[src/aomcd_params.svh]
/*
 * Holds the register offsets, field positions, reset values and fixed codes of the
 * auxiliary output mux and clock detector.
 * Assumes it is included by bare name by every file that needs these constants.
 */
`ifndef AOMCD_PARAMS_SVH
`define AOMCD_PARAMS_SVH

// ***************************************************
// register offsets
// ***************************************************
`define AOMCD_OFS_SRC_SEL 8'h55
`define AOMCD_OFS_SW_DRIVE 8'h56
`define AOMCD_OFS_POLARITY 8'h57
`define AOMCD_OFS_DIE_ID 8'h58
`define AOMCD_OFS_RATE_RATIO 8'h5B

// ***************************************************
// field positions and reset values
// ***************************************************
`define AOMCD_SEL_MSB 4
`define AOMCD_SERIAL_DATA_OUT_PIN_BIT 5
`define AOMCD_MUTE_BIT 4
`define AOMCD_RATE_MSB 6
`define AOMCD_RATE_LSB 4
`define AOMCD_RATIO_MSB 3
`define AOMCD_RST_BYTE 8'h00
`define AOMCD_RST_SEL 5'h00

// ***************************************************
// fixed codes
// ***************************************************
`define AOMCD_MUTE_SRC_REG 4'h2
`define AOMCD_RATE_ERR 3'h0
`define AOMCD_RATE_MAX 3'h6
`define AOMCD_RATIO_ERR 4'h0

`endif

[src/aomcd_pkg.sv]
/*
 * Holds the types shared by the auxiliary output mux and its clock detector.
 * Assumes nothing of its surroundings beyond a SystemVerilog compiler.
 */
package aomcd_pkg;
	typedef logic [7:0] aomcd_byte_type;
	typedef logic [11:0] aomcd_count_type;
	// serial data out source codes with a defined meaning
	typedef enum logic [4:0] {
		AOMCD_SRC_REG_LEVEL = 5'b00010,
		AOMCD_SRC_CP_VALID_N = 5'b11011
	} aomcd_src_type;
endpackage

[src/aomcd_det_if.sv]
/*
 * Holds the interface that joins the register block to the clock detector.
 * Assumes both ends run on the same core clock.
 */
`timescale 1ns/100ps
`default_nettype none

interface aomcd_det_if;
	logic [2:0] rate_raw;
	aomcd_pkg::aomcd_count_type ratio_count;
	logic pll_enabled;
	logic [2:0] rate_class;
	logic [3:0] ratio_code;
	logic clock_error;
	modport regs (output rate_raw, output ratio_count, output pll_enabled,
		input rate_class, input ratio_code, input clock_error);
	modport det (input rate_raw, input ratio_count, input pll_enabled,
		output rate_class, output ratio_code, output clock_error);
endinterface

`default_nettype wire

[src/aomcd_detect.sv]
/*
 * Holds the clock detector classifier: turns a measured master clock count per
 * sample and a raw sample rate class into the reported codes and an error flag.
 * Assumes its inputs are already synchronised to the core clock.
 */
`timescale 1ns/100ps
`default_nettype none
`include "aomcd_params.svh"

module aomcd_detect #(
	parameter int MIN_RATIO_NO_PLL = 256
) (
	// clock and reset
	input wire logic clk,
	input wire logic rst,
	input wire logic ce,
	// link to register block
	aomcd_det_if.det det
);
	logic [2:0] rate_reg, rate_next;
	logic [3:0] code_reg, code_next;
	logic err_reg, err_next;

	// ***************************************************
	// ratio decoding
	// ***************************************************
	// anything not in the ascending table is a disallowed ratio
	function automatic logic [3:0] ratio_to_code(input aomcd_pkg::aomcd_count_type n);
		case (n)
			12'd32: ratio_to_code = 4'h1;
			12'd48: ratio_to_code = 4'h2;
			12'd64: ratio_to_code = 4'h3;
			12'd128: ratio_to_code = 4'h4;
			12'd192: ratio_to_code = 4'h5;
			12'd256: ratio_to_code = 4'h6;
			12'd384: ratio_to_code = 4'h7;
			12'd512: ratio_to_code = 4'h8;
			12'd768: ratio_to_code = 4'h9;
			12'd1024: ratio_to_code = 4'hA;
			12'd1152: ratio_to_code = 4'hB;
			12'd1536: ratio_to_code = 4'hC;
			12'd2048: ratio_to_code = 4'hD;
			12'd3072: ratio_to_code = 4'hE;
			default: ratio_to_code = `AOMCD_RATIO_ERR;
		endcase
	endfunction

	// classify; a valid ratio can still be an error when too slow without the pll
	always_comb begin
		rate_next = det.rate_raw;
		if (det.rate_raw > `AOMCD_RATE_MAX) begin
			rate_next = `AOMCD_RATE_ERR;
		end
		code_next = ratio_to_code(det.ratio_count);
		err_next = (code_next == `AOMCD_RATIO_ERR) || (rate_next == `AOMCD_RATE_ERR)
			|| (!det.pll_enabled && (det.ratio_count < 12'(MIN_RATIO_NO_PLL)));
		if (!ce) begin
			rate_next = rate_reg;
			code_next = code_reg;
			err_next = err_reg;
		end
	end

	// register the codes
	always_ff @(posedge clk or posedge rst) begin
		if (rst) begin
			rate_reg <= `AOMCD_RATE_ERR;
			code_reg <= `AOMCD_RATIO_ERR;
			err_reg <= 1'b0;
		end else begin
			rate_reg <= rate_next;
			code_reg <= code_next;
			err_reg <= err_next;
		end
	end

	assign det.rate_class = rate_reg;
	assign det.ratio_code = code_reg;
	assign det.clock_error = err_reg;
endmodule

`default_nettype wire

[src/aomcd_top.sv]
/*
 * Holds the auxiliary output registers, the serial data out and mute pin muxes
 * and the status read-back of the clock detector.
 * Assumes a byte-wide register port driven by the control bus front end on clk,
 * and detector and charge pump inputs that arrive from other clock domains.
 */
`timescale 1ns/100ps
`default_nettype none
`include "aomcd_params.svh"

// How it works
// - a five-bit select chooses the source driven onto the serial data out pin
// - the pin carries the selection only while its direction is set to output
// - code 11011 routes the active-low charge pump voltage valid flag
// - undefined select codes give a constant zero
// - register-output code drives the serial out pin from a software level bit
// - mute register-output code drives the mute pin from a software level bit
// - serial out polarity bit inverts its selected signal when one
// - mute polarity bit inverts its selected signal when one
// - three-bit read-only sample rate class, zero meaning out of range
// - four-bit read-only master clock to sample rate ratio code
// - a valid ratio may still raise clock error when the rate class is zero, or below MIN_RATIO_NO_PLL with the pll off
// - ratio code zero is disallowed; codes one upward map 32 to 3072
module aomcd_top #(
	parameter logic [7:0] DIE_ID = 8'h5A, // arbitrary identifier value
	parameter int MIN_RATIO_NO_PLL = 256
) (
	// clock, reset, enable
	input wire logic clk,
	input wire logic rst,
	input wire logic ce,
	// register port
	input wire logic reg_wr,
	input wire logic reg_rd,
	input wire logic [7:0] reg_addr,
	input wire logic [7:0] reg_wdata,
	output logic [7:0] reg_rdata,
	output logic reg_rvalid,
	// settings held elsewhere in the device
	input wire logic serial_data_out_pin_dir_out,
	input wire logic [3:0] mute_src_sel,
	input wire logic pll_enabled,
	// asynchronous sources
	input wire logic cp_valid_n,
	input wire logic [2:0] rate_raw,
	input wire logic [11:0] ratio_count,
	// pins
	output logic serial_data_out_pin_o,
	output logic serial_data_out_pin_oe,
	output logic mute_pin_o,
	output logic clock_error
);
	aomcd_det_if det_link();

	logic [4:0] sel_reg, sel_next;
	logic sw_serial_data_out_pin_reg, sw_serial_data_out_pin_next, sw_mute_reg, sw_mute_next;
	logic inv_serial_data_out_pin_reg, inv_serial_data_out_pin_next, inv_mute_reg, inv_mute_next;
	logic [7:0] rdata_reg, rdata_next;
	logic rvalid_reg, rvalid_next;
	logic pin_reg, pin_next, oe_reg, oe_next, mute_reg, mute_next, err_reg, err_next;
	logic cp_s1_reg, cp_s2_reg;
	logic [2:0] rate_s1_reg, rate_s2_reg;
	logic [11:0] cnt_s1_reg, cnt_s2_reg;
	logic serial_data_out_pin_sel_sig;

	// ***************************************************
	// input synchronisers
	// ***************************************************
	// the count is assumed quasi-static; a change mid-sample is seen as one bad reading
	always_ff @(posedge clk or posedge rst) begin
		if (rst) begin
			cp_s1_reg <= 1'b1;
			cp_s2_reg <= 1'b1;
			rate_s1_reg <= `AOMCD_RATE_ERR;
			rate_s2_reg <= `AOMCD_RATE_ERR;
			cnt_s1_reg <= 12'h000;
			cnt_s2_reg <= 12'h000;
		end else if (ce) begin
			cp_s1_reg <= cp_valid_n;
			cp_s2_reg <= cp_s1_reg;
			rate_s1_reg <= rate_raw;
			rate_s2_reg <= rate_s1_reg;
			cnt_s1_reg <= ratio_count;
			cnt_s2_reg <= cnt_s1_reg;
		end
	end

	assign det_link.rate_raw = rate_s2_reg;
	assign det_link.ratio_count = cnt_s2_reg;
	assign det_link.pll_enabled = pll_enabled;

	aomcd_detect #(
		.MIN_RATIO_NO_PLL(MIN_RATIO_NO_PLL)
	) u_detect (
		.clk(clk),
		.rst(rst),
		.ce(ce),
		.det(det_link)
	);

	// ***************************************************
	// register file
	// ***************************************************
	// writes store only defined fields; reserved bits read back as zero
	always_comb begin
		sel_next = sel_reg;
		sw_serial_data_out_pin_next = sw_serial_data_out_pin_reg;
		sw_mute_next = sw_mute_reg;
		inv_serial_data_out_pin_next = inv_serial_data_out_pin_reg;
		inv_mute_next = inv_mute_reg;
		rvalid_next = ce ? reg_rd : rvalid_reg;
		rdata_next = rdata_reg;
		if (ce && reg_wr) begin
			case (reg_addr)
				`AOMCD_OFS_SRC_SEL: sel_next = reg_wdata[`AOMCD_SEL_MSB:0];
				`AOMCD_OFS_SW_DRIVE: begin
					sw_serial_data_out_pin_next = reg_wdata[`AOMCD_SERIAL_DATA_OUT_PIN_BIT];
					sw_mute_next = reg_wdata[`AOMCD_MUTE_BIT];
				end
				`AOMCD_OFS_POLARITY: begin
					inv_serial_data_out_pin_next = reg_wdata[`AOMCD_SERIAL_DATA_OUT_PIN_BIT];
					inv_mute_next = reg_wdata[`AOMCD_MUTE_BIT];
				end
				default: ;
			endcase
		end
		if (ce && reg_rd) begin
			rdata_next = `AOMCD_RST_BYTE;
			case (reg_addr)
				`AOMCD_OFS_SRC_SEL: rdata_next[`AOMCD_SEL_MSB:0] = sel_reg;
				`AOMCD_OFS_SW_DRIVE: begin
					rdata_next[`AOMCD_SERIAL_DATA_OUT_PIN_BIT] = sw_serial_data_out_pin_reg;
					rdata_next[`AOMCD_MUTE_BIT] = sw_mute_reg;
				end
				`AOMCD_OFS_POLARITY: begin
					rdata_next[`AOMCD_SERIAL_DATA_OUT_PIN_BIT] = inv_serial_data_out_pin_reg;
					rdata_next[`AOMCD_MUTE_BIT] = inv_mute_reg;
				end
				`AOMCD_OFS_DIE_ID: rdata_next = DIE_ID;
				`AOMCD_OFS_RATE_RATIO: begin
					rdata_next[`AOMCD_RATE_MSB:`AOMCD_RATE_LSB] = det_link.rate_class;
					rdata_next[`AOMCD_RATIO_MSB:0] = det_link.ratio_code;
				end
				default: rdata_next = `AOMCD_RST_BYTE;
			endcase
		end
	end

	always_ff @(posedge clk or posedge rst) begin
		if (rst) begin
			sel_reg <= `AOMCD_RST_SEL;
			sw_serial_data_out_pin_reg <= 1'b0;
			sw_mute_reg <= 1'b0;
			inv_serial_data_out_pin_reg <= 1'b0;
			inv_mute_reg <= 1'b0;
			rdata_reg <= `AOMCD_RST_BYTE;
			rvalid_reg <= 1'b0;
		end else begin
			sel_reg <= sel_next;
			sw_serial_data_out_pin_reg <= sw_serial_data_out_pin_next;
			sw_mute_reg <= sw_mute_next;
			inv_serial_data_out_pin_reg <= inv_serial_data_out_pin_next;
			inv_mute_reg <= inv_mute_next;
			rdata_reg <= rdata_next;
			rvalid_reg <= rvalid_next;
		end
	end

	// ***************************************************
	// pin muxes
	// ***************************************************
	// source selection for the serial data out pin
	always_comb begin
		case (sel_reg)
			aomcd_pkg::AOMCD_SRC_REG_LEVEL: serial_data_out_pin_sel_sig = sw_serial_data_out_pin_reg;
			aomcd_pkg::AOMCD_SRC_CP_VALID_N: serial_data_out_pin_sel_sig = cp_s2_reg;
			default: serial_data_out_pin_sel_sig = 1'b0;
		endcase
	end

	// polarity is applied after selection, so even a constant zero can be inverted
	always_comb begin
		pin_next = pin_reg;
		oe_next = oe_reg;
		mute_next = mute_reg;
		err_next = err_reg;
		if (ce) begin
			oe_next = serial_data_out_pin_dir_out;
			pin_next = serial_data_out_pin_dir_out & (serial_data_out_pin_sel_sig ^ inv_serial_data_out_pin_reg);
			mute_next = ((mute_src_sel == `AOMCD_MUTE_SRC_REG) & sw_mute_reg) ^ inv_mute_reg;
			err_next = det_link.clock_error;
		end
	end

	always_ff @(posedge clk or posedge rst) begin
		if (rst) begin
			pin_reg <= 1'b0;
			oe_reg <= 1'b0;
			mute_reg <= 1'b0;
			err_reg <= 1'b0;
		end else begin
			pin_reg <= pin_next;
			oe_reg <= oe_next;
			mute_reg <= mute_next;
			err_reg <= err_next;
		end
	end

	assign reg_rdata = rdata_reg;
	assign reg_rvalid = rvalid_reg;
	assign serial_data_out_pin_o = pin_reg;
	assign serial_data_out_pin_oe = oe_reg;
	assign mute_pin_o = mute_reg;
	assign clock_error = err_reg;
endmodule

`default_nettype wire
[config.mk]
export PLATFORM = sky130hd
export DESIGN_NAME = aomcd_top
export DESIGN_NICKNAME = d
export VERILOG_FILES = /design/src/aomcd_pkg.sv /design/src/aomcd_det_if.sv /design/src/aomcd_detect.sv /design/src/aomcd_top.sv
export VERILOG_INCLUDE_DIRS = /design/src /design/src/src
export SDC_FILE = /design/constraint.sdc
export NUM_CORES = 1
export LEC_CHECK = 0
export ABC_AREA = 1
export BUFFER_PORTS_ARGS = -buffer_cell sky130_fd_sc_hd__buf_2
export CORE_ASPECT_RATIO = 0.8
export CORE_MARGIN = 1.5
export CORE_UTILIZATION = 45
export DETAILED_ROUTE_END_ITERATION = 6
export PLACE_DENSITY = 0.67
export SYNTH_ARGS = -nofsm -noshare
export SYNTH_HDL_FRONTEND = slang
export SYNTH_SLANG_ARGS = --single-unit
[constraint.sdc]
create_clock -name clk -period 2 [get_ports clk]
set_input_delay 0.1 -clock clk [delete_from_list [all_inputs] [get_ports clk]]
set_output_delay 0.1 -clock clk [all_outputs]
set_load 0.005 [all_outputs]
==> results of run 1 <==
==> placed cells by master (no fill, tap or decap) <==
cell,netlist,final
nor2_4,2,2
bufinv_16,0,2
dfrtp_1,59,59
nand2_4,1,1
buf_12,0,1
nor2_2,4,4
nor2_8,2,2
nor2_1,26,26
nand2_1,125,125
buf_2,4,52
nand4_1,7,7
conb_1,1,1
o21ai_0,41,41
inv_2,0,1
nand3_2,2,2
clkbuf_1,3,2
or2_4,1,1
nand2_2,2,2
buf_4,1,4
xor2_1,2,2
a31oi_1,2,2
clkinv_2,0,1
a21oi_1,4,4
inv_1,37,36
clkinvlp_4,0,1
clkinv_1,1,1
or2_0,1,1
dlygate4sd3_1,0,22
a41oi_1,1,1
o21ai_1,7,7
nor3_1,5,5
nand3_1,21,21
clkbuf_8,0,10
o21a_1,2,2
dfstp_2,2,2
o21ai_2,1,1
==> repair_timing <==
action	CTS	global route
gates resized for setup	0	0
hold buffers	22	0
hold endpoints to repair	34	0
setup buffers	0	0
setup endpoints to repair	0	0
==> layout make-up <==
class | instances | area share [%]
Sequential cell | 61 | 40.9
Multi-Input combinational cell | 260 | 32.5
Tap cell | 84 | 2.81
Clock inverter | 4 | 1.94
Clock buffer | 12 | 3.88
Timing Repair Buffer | 79 | 14.2
Inverter | 38 | 3.82
==> Yosys cell counts (all sizes together) <==
master / number / area share (%)
inv: 37 / 4.7
dfrtp: 59 / 50
a31oi: 2 / 0.43
buf: 7 / 1.2
clkinv: 1 / 0.13
clkbuf: 3 / 0.38
a21oi: 4 / 0.68
nand2: 128 / 17
or2: 2 / 0.51
o21a: 2 / 0.51
a41oi: 1 / 0.30
nand3: 23 / 4.3
nor2: 34 / 6.3
o21ai: 49 / 8.5
xor2: 2 / 0.60
conb: 1 / 0.13
dfstp: 2 / 1.8
nor3: 5 / 0.85
nand4: 7 / 1.5
==> stage by stage <==
step	total power [mW]	std cells
after global routing	3.15	538
after CTS	3.02	538
after detailed placement	1.78	500
after global placement	1.76	500
final	2.99	538
after floorplan	1.64	369
==> worst max-delay path, cell delays in order (launching register included) <==
cell     delay [ns]
dfrtp_1        0.41
nor2_1         0.19
nand2_1        0.14
nor2_4         0.19
nand2_1        0.12
nand2_1        0.09
nor2_1         0.06
nand3_1        0.10
a21oi_1        0.06
==> where the power goes <==
group          internal [mW]  switching [mW]
Clock                  0.735           0.467
Sequential              1.34          0.0625
Combinational          0.155           0.233
Total                   2.23           0.762
==> kinds of logic after synthesis <==
kind of cell,synth area share [%]
buffers and inverters,6.44
and+or+nand+nor,30.3
xor gates and xnor gates,0.598
DFF,52.2
other,0.128
AOI/OAI and AO/OA,10.4
==> final timing paths <==
check,depth (start not counted),endpoint,slack (ns),from
max in group asynchronous,4,cnt_s1_reg[0],1.16,rst
min in group asynchronous,3,serial_data_out_pin_oe,0.28,rst
worst min register to register,2,clock_error,0.47,clock_error
worst max register to register,8,u_detect.det.clock_error,0.53,cnt_s2_reg[5]
worst min-delay path,3,cnt_s1_reg[10],0.005,ratio_count[10]
worst max-delay path,8,u_detect.det.clock_error,0.53,cnt_s2_reg[5]
==> per-layer routing <==
layer / vias up / global-route usage (%) / share of wire [%]
li1: 1335 / - / -
met1: 1172 / 28.9 / 51
met2: 71 / 30.4 / 44
met3: 4 / 5.56 / 4.6
met4: 0 / 5.56 / 0.42
met5: - / 0 / 0
==> run metrics, run 1 <==
Critical Path End Type=flop; area of the die=7010 sq um; clk root buf=clkbuf_8; synthesized instance count=369; Layout Utilization=58.9%; TritonCTS Sinks=61; initial antenna violation count=0; gpl congestion=0.931; RSZ-0062 raised after global routing=no; fraction of layout cells with a size suffix above 1=19.6%; first-pass GRT wire length=10900 um; Routed WL=6440 um; Setup WS pre-CTS=0.569 ns; Via Count=2582; Min Hold Slack=0.00489 ns; CTS tree=yes; dpl hpwl=4570 um; Post-Syn Area=2930 sq um; pwr dens=800 nW/um^2; Site Rows=26; Worst-path clk slew=0.07 ns; vias per cell=4.80; WS Path Type=flop to flop; Max Fclk=680 MHz; Ports=56; drt first pass iters=5; area taken by multi-input logic gates=1210 sq um; Initial Util=46.2%; Worst EP required=2.22 ns; nets@finish=492; Port Buf Inserts=52; Synth cell types=30; syn_area_per_cell=7.94 sq um; startpoint types=flop; Clock Latency Late Sink=0.33 ns; flops & latches, synth=61; Tot GR Track Use=20.2%; Final Hold Fails=0; VDD IR-drop max=0.504 mV; outcome=complete, no violations; Hold Path Class=input port to flop; Core Box Area=6340 sq um; min Tclk post-route=1.47 ns; die span in x=93.2 um; leak pwr=1.98 nW; max-slew violations=0; Final Cycle Share=73.5%; Fillers=578; Final setup violation count=0; Wirelength per Cell=12.0 um; setup TNS=0 ns; WP data arrival=1.69 ns; register area share after synthesis=52.2%; drt first-iter violations=162; pin count of the biggest net entering global routing=47; skew final=0.00944 ns; GR Overflow Total=0; Post-DRT Antenna Nets=0; Final Cell Area=3740 sq um; via count of the first global-routing pass=2391; diode count=0; Die Y=75.2 um; Sequential Area=1530 sq um; Syn Nets=412; Worst Setup Slack, final=0.529 ns; H-tree Lvls=3; deepest clock path buffer count=2; synth-to-layout area growth=27.5%; crit-path max FO=8; DRC=0; max_cap viols=0; Area after DPL=3300 sq um; CTS buffer count=9; Yosys Warn Count=0
(Power assumes the default switching activity.)
==> run 2: changes to the inputs <==
==> constraint.sdc (replaced) <==
create_clock -name clk -period 1.4 [get_ports clk]
set_input_delay 0.07 -clock clk [delete_from_list [all_inputs] [get_ports clk]]
set_output_delay 0.07 -clock clk [all_outputs]
set_load 0.005 [all_outputs]
==> run metrics, run 2 (synthesized netlist as in run 1, its figures left out) <==
outcome=complete, no violations (unchanged); FF-to-FF Start=cnt_s2_reg[4] (was cnt_s2_reg[5]); Fillers=571 (was 578); drt first pass iters=5 (unchanged); R2R Path End=u_detect.det.clock_error (unchanged); pin count of the biggest net entering global routing=62 (was 47); reg2reg path depth=7 (was 8); deepest clock path buffer count=2 (unchanged); Post-DRT Antenna Nets=0 (unchanged); Pwr Total=4.09 mW (was 2.99 mW); Final setup violation count=0 (unchanged); Die Y=75.2 um (unchanged); CTS tree=yes (unchanged); Hold Path Class=input port to flop (unchanged); Site Rows=26 (unchanged); vias per cell=4.75 (was 4.80); family with the most delay on the worst path=simple AND/OR/NAND/NOR gates (unchanged); Final Cell Area=3800 sq um (was 3740 sq um); Area after DPL=3300 sq um (about the same); startpoint types=flop (unchanged); Worst EP required=1.62 ns (was 2.22 ns); initial antenna violation count=0 (unchanged); crit-path max FO=4 (was 8); first-pass GRT wire length=10300 um (was 10900 um); leak pwr=1.98 nW (about the same); CP cell instances=nor2_2 > nand2_2 > buf_4 > nor3_1 > nor2_2 > nand3_1 > a21oi_1 (was nor2_1 > nand2_1 > nor2_4 > nand2_1 > nand2_1 > nor2_1 > nand3_1 > a21oi_1); TritonCTS Sinks=61 (unchanged); Critical Path End Type=flop (unchanged); synth-to-layout area growth=29.6% (was 27.5%); Crit path largest cell delay=0.41 ns (about the same); die span in x=93.2 um (unchanged); WS Path Type=flop to flop (unchanged); via count of the first global-routing pass=2309 (was 2391); H-tree Lvls=3 (unchanged); R2R Setup Slk=0.04 ns (was 0.53 ns); pwr dens=1080 nW/um^2 (was 800 nW/um^2); gpl congestion=0.925 (was 0.931); commonest cells after routing, fill and taps aside=nand2_1 (123), dfrtp_1 (58), buf_2 (52) (was nand2_1 (125), dfrtp_1 (59), buf_2 (52)); Ports=56 (unchanged); Initial Util=46.2% (unchanged); Final Cycle Share=97.1% (was 73.5%); Worst Hold Endpoint=inv_mute_reg (was cnt_s1_reg[10]); max-slew violations=0 (unchanged); Critical path buffers and inverters=1 (was 0); drt first-iter violations=132 (was 162); VDD IR-drop max=0.635 mV (was 0.504 mV); dpl hpwl=4410 um (was 4570 um); Layout Utilization=59.9% (was 58.9%); cell mode on critical path=nor2_2 (was nand2_1); Hold Crit Depth=3 (unchanged); Wirelength per Cell=11.6 um (was 12.0 um); Clock Latency Late Sink=0.33 ns (about the same); Core Box Area=6340 sq um (unchanged); clk root buf=clkbuf_8 (unchanged); min Tclk post-route=1.36 ns (was 1.47 ns); Max Fclk=736 MHz (was 680 MHz); area of the die=7010 sq um (unchanged); GR Overflow Total=0 (unchanged); WP data arrival=1.58 ns (was 1.69 ns); commonest non-fill, non-tap cell in the layout=nand2_1 (unchanged); DRC=0 (unchanged); diode count=0 (unchanged); Tot GR Track Use=18.9% (was 20.2%); skew final=0.00585 ns (was 0.00944 ns); nets@finish=497 (was 492); min-delay src=reg_wr (was ratio_count[10]); fraction of layout cells with a size suffix above 1=22.9% (was 19.6%); Port Buf Inserts=52 (unchanged); Via Count=2579 (was 2582); Worst-path clk slew=0.07 ns (about the same); CTS buffer count=9 (unchanged); Final Hold Fails=0 (unchanged); RSZ-0062 raised after global routing=yes (was no); Routed WL=6280 um (was 6440 um); max_cap viols=0 (unchanged); slowest CP cell=dfrtp_1 (unchanged)
## run 2: worst max path at each step
stage	startpoint	to	depth (start not counted)
after global routing	cnt_s2_reg[4]	u_detect.det.clock_error	8
after global placement	cnt_s2_reg[5]	u_detect.det.clock_error	8
after detailed placement	cnt_s2_reg[5]	u_detect.det.clock_error	8
final	cnt_s2_reg[4]	u_detect.det.clock_error	7
after floorplan	cnt_s2_reg[5]	u_detect.det.clock_error	8
after CTS	cnt_s2_reg[5]	u_detect.det.clock_error	8
## run 2: power breakdown
group          internal (mW)  switching [mW]  total (mW)
Sequential              1.91          0.0955        2.01
Clock                  0.818           0.681        1.50
Combinational          0.246           0.342       0.588
## run 2: through the flow
stage	TNS (ns)	hold slack, ns	std cells	setup slack, ns
after global placement	0	0.178	500	0.0606
after floorplan	0	0.182	369	0.162
final	0	0.0988	543	0.0407
after global routing	-0.0900	0.0892	543	-0.0638
after detailed placement	0	0.182	500	0.00191
after CTS	0	0.0797	540	0.00555
## run 2: area by class of cell
| cell class | count | area, sq um | area share, % |
|---|---|---|---|
| multi-input combinational | 260 | 1250 | 33.0 |
| inverter | 38 | 146 | 3.85 |
| tap | 84 | 105 | 2.77 |
| clock buffer | 10 | 128 | 3.36 |
| timing repair buffer | 84 | 573 | 15.1 |
| clock inverter | 6 | 63.8 | 1.68 |
| sequential | 61 | 1530 | 40.3 |
## run 2: timing repair
item | CTS | global route
gates resized for setup | 1 | 13
endpoints found under the setup margin | 1 | 5
setup buffers | 0 | 3
pin swaps | 0 | 7
hold buffers | 24 | 0
hold endpoints to repair | 83 | 0
## run 2: routing by layer
layer	part of all wire [%]	vias to the layer above	routed length (um)	GRT usage, %
met5	0	-	0	0
met4	0.81	0	51	6.90
met3	4.4	6	276	4.65
met2	43	64	2720	28.6
met1	52	1160	3230	26.7
li1	-	1349	-	-
## run 2: worst reg2reg max path: cells and delay by family (launching register included)
kind,cells,cell delay (ns)
AO/OA/AOI/OAI,1,0.06
buffers and inverters,1,0.14
flip-flops,1,0.41
AND/OR/NAND/NOR,5,0.64
